==> src/hw/power_control_pkg.sv <==
// constants, types and helpers shared by the power control register design
// ============================================================================
package power_control_pkg;

  // ==========================================================================
  // register map: special function index and its wishbone byte address
  localparam logic [7:0]  CTRL_INDEX       = 8'h87;
  localparam logic [7:0]  IRQ_STATUS_INDEX = 8'hf0;
  localparam logic [7:0]  IRQ_MASK_INDEX   = 8'hf1;
  localparam int          ADDR_W           = 12;

  // ==========================================================================
  // power control field positions
  localparam int BIT_BAUD_DOUBLE    = 7;
  localparam int BIT_SERIAL_B7_SEL  = 6;
  localparam int BIT_BROWNOUT_FLAG  = 5;
  localparam int BIT_POWER_ON_FLAG  = 4;
  localparam int BIT_GENERAL_ONE    = 3;
  localparam int BIT_GENERAL_ZERO   = 2;
  localparam int BIT_POWER_DOWN_CTL = 1;
  localparam int BIT_IDLE_CTL       = 0;

  // ==========================================================================
  // reset values by cause
  localparam logic [7:0] CTRL_RST_POWER_ON = 8'h30;
  localparam logic [7:0] CTRL_RST_BROWNOUT = 8'h20;
  localparam logic [7:0] CTRL_RST_OTHER    = 8'h00;

  // ==========================================================================
  // interrupt status layout
  localparam int         IRQ_W          = 3;
  localparam int         IRQ_BROWNOUT   = 0;
  localparam int         IRQ_IDLE_EXIT  = 1;
  localparam int         IRQ_DOWN_EXIT  = 2;
  localparam logic [2:0] IRQ_MASK_RST   = 3'h0;

  // ==========================================================================
  // oscillator start-up counts in cpu clocks
  localparam int         STARTUP_CNT_W    = 11;
  localparam logic [10:0] STARTUP_XTAL_CLKS = 11'h400;
  localparam logic [10:0] STARTUP_RC_CLKS   = 11'h100;

  // ==========================================================================
  // enumerations
  typedef enum logic [1:0] {
    CAUSE_OTHER    = 2'b00,
    CAUSE_POWER_ON = 2'b01,
    CAUSE_BROWNOUT = 2'b10
  } reset_cause_e;

  typedef enum logic [1:0] {
    PH_RUN  = 2'b00,
    PH_DOWN = 2'b01,
    PH_WARM = 2'b10
  } sleep_phase_e;

  // ==========================================================================
  // helpers
  function automatic logic [ADDR_W-1:0] byteAddr(input logic [7:0] index);
    byteAddr = {2'h0, index, 2'h0};
  endfunction

  function automatic logic [7:0] ctrlResetValue(input reset_cause_e cause);
    case (cause)
      CAUSE_POWER_ON: ctrlResetValue = CTRL_RST_POWER_ON;
      CAUSE_BROWNOUT: ctrlResetValue = CTRL_RST_BROWNOUT;
      default:        ctrlResetValue = CTRL_RST_OTHER;
    endcase
  endfunction

endpackage

==> src/hw/wake_if.sv <==
// handshake between the power control register and the start-up counter
`timescale 1ns/1ps
`default_nettype none
interface wake_if;
  logic start;
  logic longCount;
  logic done;

  modport requester (output start, output longCount, input done);
  modport counter   (input start, input longCount, output done);
endinterface
`default_nettype wire

==> src/hw/osc_startup_counter.sv <==
// counts oscillator start-up clocks after a power-down wakeup
`timescale 1ns/1ps
`default_nettype none
module osc_startup_counter (
  input  wire logic ref_clk,
  input  wire logic sys_rst,
  wake_if.counter   wk
);
  import power_control_pkg::*;

  typedef struct packed {
    logic [STARTUP_CNT_W-1:0] count;
    logic                     busy;
    logic                     done;
  } cnt_s;

  cnt_s cur_ff;
  cnt_s nxt_cur;

  // load on start, count down, pulse done on the last clock
  always_comb begin
    nxt_cur      = cur_ff;
    nxt_cur.done = 1'b0;
    if (wk.start) begin
      nxt_cur.busy  = 1'b1;
      nxt_cur.count = (wk.longCount ? STARTUP_XTAL_CLKS : STARTUP_RC_CLKS) - 11'h1;
    end else if (cur_ff.busy) begin
      if (cur_ff.count == '0) begin
        nxt_cur.busy = 1'b0;
        nxt_cur.done = 1'b1;
      end else begin
        nxt_cur.count = cur_ff.count - 11'h1;
      end
    end
    if (sys_rst) begin
      nxt_cur = '0;
    end
  end

  always_ff @(posedge ref_clk) begin
    cur_ff <= nxt_cur;
  end

  assign wk.done = cur_ff.done;
endmodule
`default_nettype wire

==> src/hw/power_control_register.sv <==
// power control register with wishbone slave, power modes and interrupt
//
// Local design decision: register access over Wishbone.
`timescale 1ns/1ps
`default_nettype none
module power_control_register (
  input  wire logic                             ref_clk,
  input  wire logic                             sys_rst,
  // wishbone classic slave
  input  wire logic                             wb_cyc_i,
  input  wire logic                             wb_stb_i,
  input  wire logic                             wb_we_i,
  input  wire logic [power_control_pkg::ADDR_W-1:0] wb_adr_i,
  input  wire logic [3:0]                       wb_sel_i,
  input  wire logic [31:0]                      wb_dat_i,
  output logic      [31:0]                      wb_dat_o,
  output logic                                  wb_ack_o,
  // reset cause and wakeup sources
  input  wire power_control_pkg::reset_cause_e  resetCause,
  input  wire logic                             brownoutEvent,
  input  wire logic                             wakeIrq,
  input  wire logic                             crystalOsc,
  input  wire logic [1:0]                       serialMode,
  // control outputs toward cpu, oscillator and serial port
  output logic                                  baudDouble,
  output logic                                  serialBit7IsFrameErr,
  output logic                                  idleMode,
  output logic                                  powerDownMode,
  output logic                                  oscRun,
  output logic                                  cpuHold,
  output logic                                  irq
);
  import power_control_pkg::*;

  // ==========================================================================
  // state
  typedef struct packed {
    logic [7:0]       ctrl;
    logic [IRQ_W-1:0] irqStatus;
    logic [IRQ_W-1:0] irqMask;
    sleep_phase_e     phase;
    logic             ack;
    logic [31:0]      rdData;
    logic             wakeStart;
    logic             longCount;
    logic             baudDbl;
    logic             bit7FrameErr;
    logic             idleOut;
    logic             downOut;
    logic             oscOut;
    logic             holdOut;
    logic             irqOut;
  } ctl_s;

  ctl_s st_ff;
  ctl_s nxt_st;

  wake_if wk ();

  osc_startup_counter osc_startup_counter_i (
    .ref_clk (ref_clk),
    .sys_rst (sys_rst),
    .wk      (wk.counter)
  );

  assign wk.start     = st_ff.wakeStart;
  assign wk.longCount = st_ff.longCount;

  // ==========================================================================
  // bus decode
  logic req;
  logic wrLane0;
  logic hitCtrl;
  logic hitStatus;
  logic hitMask;

  // a request is taken once, in the cycle before ack rises
  always_comb begin
    req       = wb_cyc_i & wb_stb_i & ~st_ff.ack;
    wrLane0   = req & wb_we_i & wb_sel_i[0];
    hitCtrl   = (wb_adr_i == byteAddr(CTRL_INDEX));
    hitStatus = (wb_adr_i == byteAddr(IRQ_STATUS_INDEX));
    hitMask   = (wb_adr_i == byteAddr(IRQ_MASK_INDEX));
  end

  // ==========================================================================
  // next-state logic
  logic [IRQ_W-1:0] events;

  always_comb begin
    nxt_st           = st_ff;
    events           = '0;
    nxt_st.ack       = req;
    nxt_st.wakeStart = 1'b0;

    // software writes first so that hardware sets below win over a clear
    if (wrLane0 && hitCtrl) begin
      nxt_st.ctrl = wb_dat_i[7:0];
    end
    if (wrLane0 && hitStatus) begin
      nxt_st.irqStatus = st_ff.irqStatus & ~wb_dat_i[IRQ_W-1:0];
    end
    if (wrLane0 && hitMask) begin
      nxt_st.irqMask = wb_dat_i[IRQ_W-1:0];
    end

    // brownout interrupt sets its flag even during a clearing write
    if (brownoutEvent) begin
      nxt_st.ctrl[BIT_BROWNOUT_FLAG] = 1'b1;
      events[IRQ_BROWNOUT]           = 1'b1;
    end

    // idle ends on any wakeIrq, which irqMask does not gate; power-down has priority over idle
    if (st_ff.ctrl[BIT_IDLE_CTL] && !st_ff.ctrl[BIT_POWER_DOWN_CTL] && wakeIrq) begin
      nxt_st.ctrl[BIT_IDLE_CTL] = 1'b0;
      events[IRQ_IDLE_EXIT]     = 1'b1;
    end

    // power-down sequence: stop oscillator, wake, wait for stable clock
    case (st_ff.phase)
      PH_RUN: begin
        if (st_ff.ctrl[BIT_POWER_DOWN_CTL]) begin
          nxt_st.phase = PH_DOWN;
        end
      end
      PH_DOWN: begin
        if (wakeIrq) begin
          nxt_st.phase     = PH_WARM;
          nxt_st.wakeStart = 1'b1;
          nxt_st.longCount = crystalOsc;
        end
      end
      PH_WARM: begin
        if (wk.done) begin
          nxt_st.phase                    = PH_RUN;
          nxt_st.ctrl[BIT_POWER_DOWN_CTL] = 1'b0;
          nxt_st.ctrl[BIT_IDLE_CTL]       = 1'b0;
          events[IRQ_DOWN_EXIT]           = 1'b1;
        end
      end
      default: begin
        nxt_st.phase = PH_RUN;
      end
    endcase

    // sticky status: a new event wins over a write-one clear
    nxt_st.irqStatus = nxt_st.irqStatus | events;

    // read data, unmapped addresses read zero
    nxt_st.rdData = 32'h0;
    if (req && !wb_we_i) begin
      if (hitCtrl) begin
        nxt_st.rdData = {24'h0, st_ff.ctrl};
      end else if (hitStatus) begin
        nxt_st.rdData = {29'h0, st_ff.irqStatus};
      end else if (hitMask) begin
        nxt_st.rdData = {29'h0, st_ff.irqMask};
      end
    end

    // output flops follow the next state so pins track the register at once
    nxt_st.baudDbl      = nxt_st.ctrl[BIT_BAUD_DOUBLE] && (serialMode != 2'h0);
    nxt_st.bit7FrameErr = nxt_st.ctrl[BIT_SERIAL_B7_SEL];
    nxt_st.idleOut      = nxt_st.ctrl[BIT_IDLE_CTL] && !nxt_st.ctrl[BIT_POWER_DOWN_CTL];
    nxt_st.downOut      = (nxt_st.phase != PH_RUN);
    nxt_st.oscOut  = (nxt_st.phase != PH_DOWN);
    nxt_st.holdOut = (nxt_st.phase != PH_RUN) || nxt_st.idleOut;
    nxt_st.irqOut  = |(nxt_st.irqStatus & nxt_st.irqMask);

    // synchronous reset: register value depends on the reset cause
    if (sys_rst) begin
      nxt_st           = '0;
      nxt_st.ctrl      = ctrlResetValue(resetCause);
      nxt_st.irqMask   = IRQ_MASK_RST;
      nxt_st.phase     = PH_RUN;
      nxt_st.oscOut    = 1'b1;
    end
  end

  always_ff @(posedge ref_clk) begin
    st_ff <= nxt_st;
  end

  // ==========================================================================
  // outputs, all straight from flops
  assign wb_ack_o       = st_ff.ack;
  assign wb_dat_o       = st_ff.rdData;
  assign baudDouble     = st_ff.baudDbl;
  assign serialBit7IsFrameErr = st_ff.bit7FrameErr;
  assign idleMode             = st_ff.idleOut;
  assign powerDownMode        = st_ff.downOut;
  assign oscRun         = st_ff.oscOut;
  assign cpuHold        = st_ff.holdOut;
  assign irq            = st_ff.irqOut;
endmodule
`default_nettype wire

==> config.mk <==
export PLATFORM = sky130hd
export DESIGN_NAME = power_control_register
export DESIGN_NICKNAME = d
export VERILOG_FILES = /design/src/hw/power_control_pkg.sv /design/src/hw/wake_if.sv /design/src/hw/osc_startup_counter.sv /design/src/hw/power_control_register.sv
export SDC_FILE = /design/constraint.sdc
export NUM_CORES = 1
export LEC_CHECK = 0
export BUFFER_PORTS_ARGS = -buffer_cell sky130_fd_sc_hd__buf_4
export CORE_AREA = 2 2 72 74
export DETAILED_ROUTE_END_ITERATION = 8
export DIE_AREA = 0 0 74 76
export PLACE_DENSITY = 0.86
export SETUP_SLACK_MARGIN = 0.4
export SYNTH_ARGS = -nofsm -noshare
export SYNTH_HDL_FRONTEND = slang
export SYNTH_SLANG_ARGS = --single-unit
==> constraint.sdc <==
create_clock -name ref_clk -period 2.5 [get_ports ref_clk]
set_clock_uncertainty 0.15 [all_clocks]
set_input_delay 0.25 -clock ref_clk [delete_from_list [all_inputs] [get_ports ref_clk]]
set_output_delay 0.25 -clock ref_clk [all_outputs]
set_load 0.05 [all_outputs]
# Yosys cells after proc, flatten, opt, wreduce, memory -nomap -nowiden
# Index checks and enable logic that the tools add are counted.
totals:
  register_bits: 71
  inputBits: 60
classes:
  add_sub_neg: 2
  eq_ne: 9
  n_mux: 28
  bitwise: 12
  n_reduce_logical: 26
op_table:
  columns: ["operator", "count"]
  rows:
  - ["$mux W58", 1]
  - ["$eq A12 B10 Y1 const B", 3]
  - ["$mux W8", 3]
  - ["$mux W11", 2]
  - ["$sub A11 B1 Y11 const B", 2]
  - ["$mux W2", 8]
  - ["$mux W13", 1]
  - ["$mux W12", 1]
  - ["$mux W3", 4]
  - ["$pmux W6 S2", 1]
  - ["$logic_not A11 Y1", 1]
  - ["$logic_and A1 B1 Y1", 8]
  - ["$reduce_bool A2 Y1", 4]
  - ["$and A3 B3 Y3", 2]
  - ["$mux W1", 6]
  - ["$pmux W2 S3", 1]
  - ["$reduce_or A3 Y1", 2]
  - ["$and A1 B1 Y1", 4]
  - ["$eq A2 B1 Y1 const B", 2]
  - ["$eq A2 B2 Y1 const B", 2]
  - ["$not A1 Y1", 4]
  - ["$reduce_and A2 Y1", 2]
  - ["$reduce_or A2 Y1", 2]
  - ["$reduce_or A4 Y1", 1]
  - ["other kinds (8)", 10]

# Longest topological paths before layout
logic_depth:
  word_depth: 13
  mapped_depth: 7
  mapped_depth_nobuf: 7

# Modules after synthesis
# From an unflattened synthesis, not the netlist that was laid out.
hier_totals:
  hier_cells: 245
  hier_area_um2: 2372.3
modules_own_cells:
  columns: ["module", "n_inst", "cells_each", "area_each_um2", "seq_area_each_um2"]
  rows:
  - ["power_control_register", 1, 172, 1701.6, 700.7]
  - ["osc_startup_counter", 1, 73, 670.6, 260.2]

# Worst setup path before layout
# Ideal clock, no wire load.
synth_timing:
  kind: "reg-to-reg"
  from: "register osc_startup_counter_i.cur_ff[2] in the netlist's numbering"
  to: "register osc_startup_counter_i.cur_ff[7] in the netlist's numbering"
  arrival_ns: 1.935
  required_time_ns: 2.218
  path_slack_ns: 0.283
  path_stages_with_launch: 8
  n_path_buf: 0
  period_less_slack_ns: 2.217
  path_cell_list: "dfxtp_1 > inv_1 > ha_1 > or4b_2 > or3_1 > and3_1 > xnor2_1 > a21oi_1"
synth_between:
  elab_chain_cells: 4
  elab_cells_between_ends: 7
  cone_classes: "add/sub (1); eq/ne (1); mux (3); reduce/logical (2)"
synth_rtl:
  columns: ["item", "line", "rtl"]
  rows:
  - ["from (decl)", "osc_startup_counter.sv:17", "cnt_s cur_ff;"]
  - ["from (signal assigned)", "osc_startup_counter.sv:41", "cur_ff <= nxt_cur;"]
  - ["$sub A11 B1 Y11", "osc_startup_counter.sv:32", "nxt_cur.count = cur_ff.count - 11'h1;"]
  - ["$mux W11", "osc_startup_counter.sv:28", "if (cur_ff.count == '0) begin"]
  - ["$mux W13", "osc_startup_counter.sv:27", "end else if (cur_ff.busy) begin"]
  - ["$mux W12", "osc_startup_counter.sv:24", "if (wk.start) begin"]
# Several ways; a longest one is shown, not always the timed one. The select of a mux whose other input is x is not followed.
# A chain may end at the register's enable or synchronous reset.

# Final worst setup path
layout_timing:
  from: "register osc_startup_counter_i.cur_ff[3] in the netlist's numbering"
  to: "register osc_startup_counter_i.cur_ff[5] in the netlist's numbering"
# The elaborated chain is that of the path after synthesis.

==> impl_results.rst <==
.. list-table::
   :header-rows: 1

   * - Metric
     - Value
   * - Result of the run
     - complete, no violations
   * - Path class of the lowest-slack min-delay path
     - primary input to flop
   * - Met1 capacity usage during global routing
     - 16.30%
   * - Overall die width
     - about 74 microns
   * - Data required time of the worst path
     - 2.54 ns
   * - Clock latency at the later pin of the worst-skew pair
     - around 0.30 ns
   * - GR Util All Layers
     - 16.23%
   * - Worst Setup End Kind
     - flop
   * - Grt met2 use
     - between 20% and 30%
   * - Timing endpoint of the critical path
     - osc_startup_counter_i.cur_ff[5]
   * - Most common library cell in the layout ignoring fill and taps
     - buf_4
   * - Vias per Instance
     - about 4.8
   * - Worst IR Drop VDD
     - about 0.22 mV
   * - Count of yosys warnings during synthesis
     - 0
   * - Clock tree buffer depth
     - 2
   * - Sequential fraction of the synthesis area
     - ~44%
   * - Register bit count reported by yosys
     - 46
   * - Drt pass-1 iters
     - 4
   * - Max incr delay on CP
     - about 0.48 ns
   * - Commonest cells after routing, fill and taps aside
     - buf_4, dfxtp_1, conb_1, nor2_1, a21oi_1
   * - Minimum setup slack among reg-to-reg paths
     - roughly 0.37 ns
   * - CTS root buffer
     - clkbuf_8
   * - Setup TNS
     - 0 ns
   * - Post-synthesis compound-gate area fraction
     - under 10%
   * - Slowest stage cell, crit path
     - or4b_4
   * - Period utilisation layout
     - ~85%
   * - Std cell rows
     - 26
   * - RSZ-0062 raised after global routing
     - true
   * - Count of boundary I/O pins
     - 100
   * - Critical register-to-register path startpoint
     - osc_startup_counter_i.cur_ff[3]
   * - Number of buffers added by the clock tree synthesis step
     - 5
   * - Final nets
     - around 340
   * - Family with the most delay on the worst path
     - simple AND/OR/NAND/NOR gates
   * - Total Die Area
     - roughly 0.0056 sq mm
   * - Maximum frequency from static timing analysis
     - between 400 and 500 MHz
   * - Placed Cells incl. Taps
     - 339
   * - Port bufs
     - 48
   * - Synth async-reset ratio
     - 0%
   * - Detailed Route Iter0 Violations
     - between 60 and 70
   * - Post-synthesis share of cell area spent on xor and xnor gates
     - 3.569%
   * - Largest family of logic cells by synthesized area
     - simple AND/OR/NAND/NOR gates
   * - Number of enable-type register cells in the synthesized netlist
     - 4
   * - Total buffers and inverters traversed by the critical path
     - 1
   * - Reported max-cap violation count
     - 0
   * - Power density cells
     - 510.1 mW/mm^2
   * - H-Tree Depth
     - 2
   * - Ant. Diodes
     - 0
   * - Share of synthesized area spent on multiplexers
     - under 10%
   * - Post-synthesis cell type with the largest combined area
     - dfxtp_1
   * - Top fanout value on the critical path
     - 3
   * - Routed wire length
     - roughly 4300 microns
   * - Post-Synth Simple-Gate Area
     - between 20% and 30%
   * - Antenna violations before repair
     - 0
   * - Share of cells above drive strength 1
     - between 20% and 30%
   * - Post-Synthesis Cells
     - 236
   * - Worst Reg2Reg Path Length in Cells
     - 7
   * - Worst Max-Slew Pin Slew
     - between 0.4 and 0.5 ns
   * - Detailed placement HPWL
     - slightly above 3000 microns
   * - Via count of the first global-routing pass
     - 1,634
   * - Portion of synthesized cell area occupied by the leading cell type
     - between 30% and 40%
   * - Launching instance or port of the critical path
     - osc_startup_counter_i.cur_ff[3]
   * - Type of the worst setup path
     - flop to flop
   * - Final hold violation count
     - 0
   * - Area growth syn-to-layout
     - 20.57%
   * - Global-route met3 utilization
     - roughly 5.7%
   * - GPL Wtd Cong
     - approximately 0.84
   * - WL per Instance
     - approximately 12 microns
   * - Initial core utilization
     - between 40 and 50%
   * - Number of unique standard cell types used by synthesis
     - 52
   * - Remaining routing DRC violations
     - 0
   * - Critical R2R Capture
     - osc_startup_counter_i.cur_ff[5]
   * - Slew Viols, Final
     - 0
   * - Cell breakdown of the critical path
     - inv_2, ha_4, or4b_4, or3_4, and3b_1, xnor2_1, a21oi_1
   * - Clock sink count
     - 46
   * - Global-route wire length before repair
     - between 7000 and 8000 microns
   * - Primary flip-flop cell chosen by synthesis mapping
     - dfxtp_1
   * - Post-synthesis share of cell area spent on full adders, half adders and majority gates
     - between 1.5 and 2%
   * - Final standard cell utilization of the core
     - a little over half
   * - Synth Area per Inst
     - 9.357 sq um
   * - Setup Slack @ Placement
     - between 0.2 and 0.25 ns
   * - Post-cts hold buffer count
     - 0
   * - Total via count in the routed design
     - between 1,500 and 2,000
   * - Slew headroom
     - around two thirds
   * - Time the final worst path needs with I/O delays and setup
     - ~2.1 ns
   * - Slack of the critical path
     - between 0.3 and 0.4 ns
   * - Die Y-Extent
     - between 70 and 80 microns
   * - Area post-placement
     - between 0.002 and 0.0025 sq mm
   * - Total stage count of the critical path
     - 7
   * - Overall power consumption
     - approximately 1.4 mW
   * - # setup viols final
     - 0
   * - Clock tree from TritonCTS
     - done
   * - Routed Antenna Nets
     - 0
   * - Kind of launch point of the worst setup path
     - flop
   * - Final hold slack
     - 0.03881 ns
   * - Largest net degree at the start of global routing
     - 32
   * - Core region area
     - ~0.005 sq mm
   * - Fin cells
     - around 350
   * - Total congestion overflow
     - 0
   * - Post-synth design cell area
     - 0.002208 sq mm
   * - Global route hottest layer
     - met2
   * - CTS clk-pin slew, worst paths
     - approximately 0.09 ns
   * - Total leakage power
     - approximately 1.1 nW
   * - Synth area leaders
     - dfxtp_1, buf_4, edfxtp_1
   * - Post-route cell area
     - about 0.0027 sq mm
   * - WP data arrival
     - roughly 2.2 ns
routing by layer:
layer	share of wire (%)	up-vias
li1	-	839
met1	38	787
met2	55	45
met3	5.5	6
met4	1.7	0
met5	0	-
flip-flops by register name (all words and copies together), names as in the netlist, named ones only:
signal	count
irq	1
oscRun	1
baudDouble	1
wb_dat_o	8
st_ff	15
wk.longCount	1
wb_ack_o	1
osc_startup_counter_i.wk.done	1
cpuHold	1
powerDownMode	1
wk.start	1
idleMode	1
osc_startup_counter_i.cur_ff	12
Yosys cell counts (all sizes together) (2+ instances only):
library cell	instances
a21oi	13
nand2	12
nand2b	2
o21ai	7
and2	11
ha	3
mux2i	11
xor2	4
nor3	7
or3	2
and3	6
buf	33
or2	2
clkbuf	5
edfxtp	4
nor2	22
nor4b	2
a22oi	3
or4	2
xnor2	5
inv	10
and3b	3
dfxtp	42
nor3b	2
nand4	2
worst min path at each step:
stage           startpoint           to  slack, ns  depth (start not counted)
6_report           wakeIrq    st_ff[42]       0.04                          2
5_1_grt        wb_dat_i[0]    st_ff[47]       0.04                          2
4_1_cts            wakeIrq    st_ff[42]       0.03                          2
3_5_place_dp     st_ff[53]  wb_dat_o[3]       0.27                          1
3_3_place_gp     st_ff[53]  wb_dat_o[3]       0.28                          1
2_1_floorplan      sys_rst     wb_ack_o       0.17                          1
layout make-up:
type	count	area (sq um)
fillers	438	2250
multi-input cells	164	1082
flip-flops and latches	46	964.7
repair buffers	53	397.9
well taps	70	87.58
clock buffers	5	68.82
inverters	11	41.29
clock inverters	3	20.02
where the power goes:
part / internal (mW) / switching [mW]
sequential: 0.749 / 0.00184
combinational: 0.0427 / 0.115
clock: 0.197 / 0.254
worst register-to-register path: cells and delay by family, from the launching register on:
family	cells	cell delay, ns
and+or+nand+nor	3	1.09
DFF	1	0.33
xor gates and xnor gates	1	0.16
adders and majority gates	1	0.13
AOI/OAI and AO/OA	1	0.08
buffers and inverters	1	0.07
repair_timing:
action / 4_1_cts / 5_1_grt
endpoints found under the hold margin: 0 / 0
cloned: 0 / 0
setup endpoints to repair: 4 / 14
setup buffers: 2 / 3
pin swaps: 2 / 12
resized for setup: 4 / 8
logic make-up after synthesis:
family                   count (synthesis)
adder cells (fa/ha/maj)                  3
AND/OR/NAND/NOR                         82
buffers and inverters                   49
AO/OA/AOI/OAI                           34
XOR/XNOR                                 9
multiplexers                            12
flip-flops                              46
other                                    1
No activity file was read; power rests on OpenSTA's default activity.
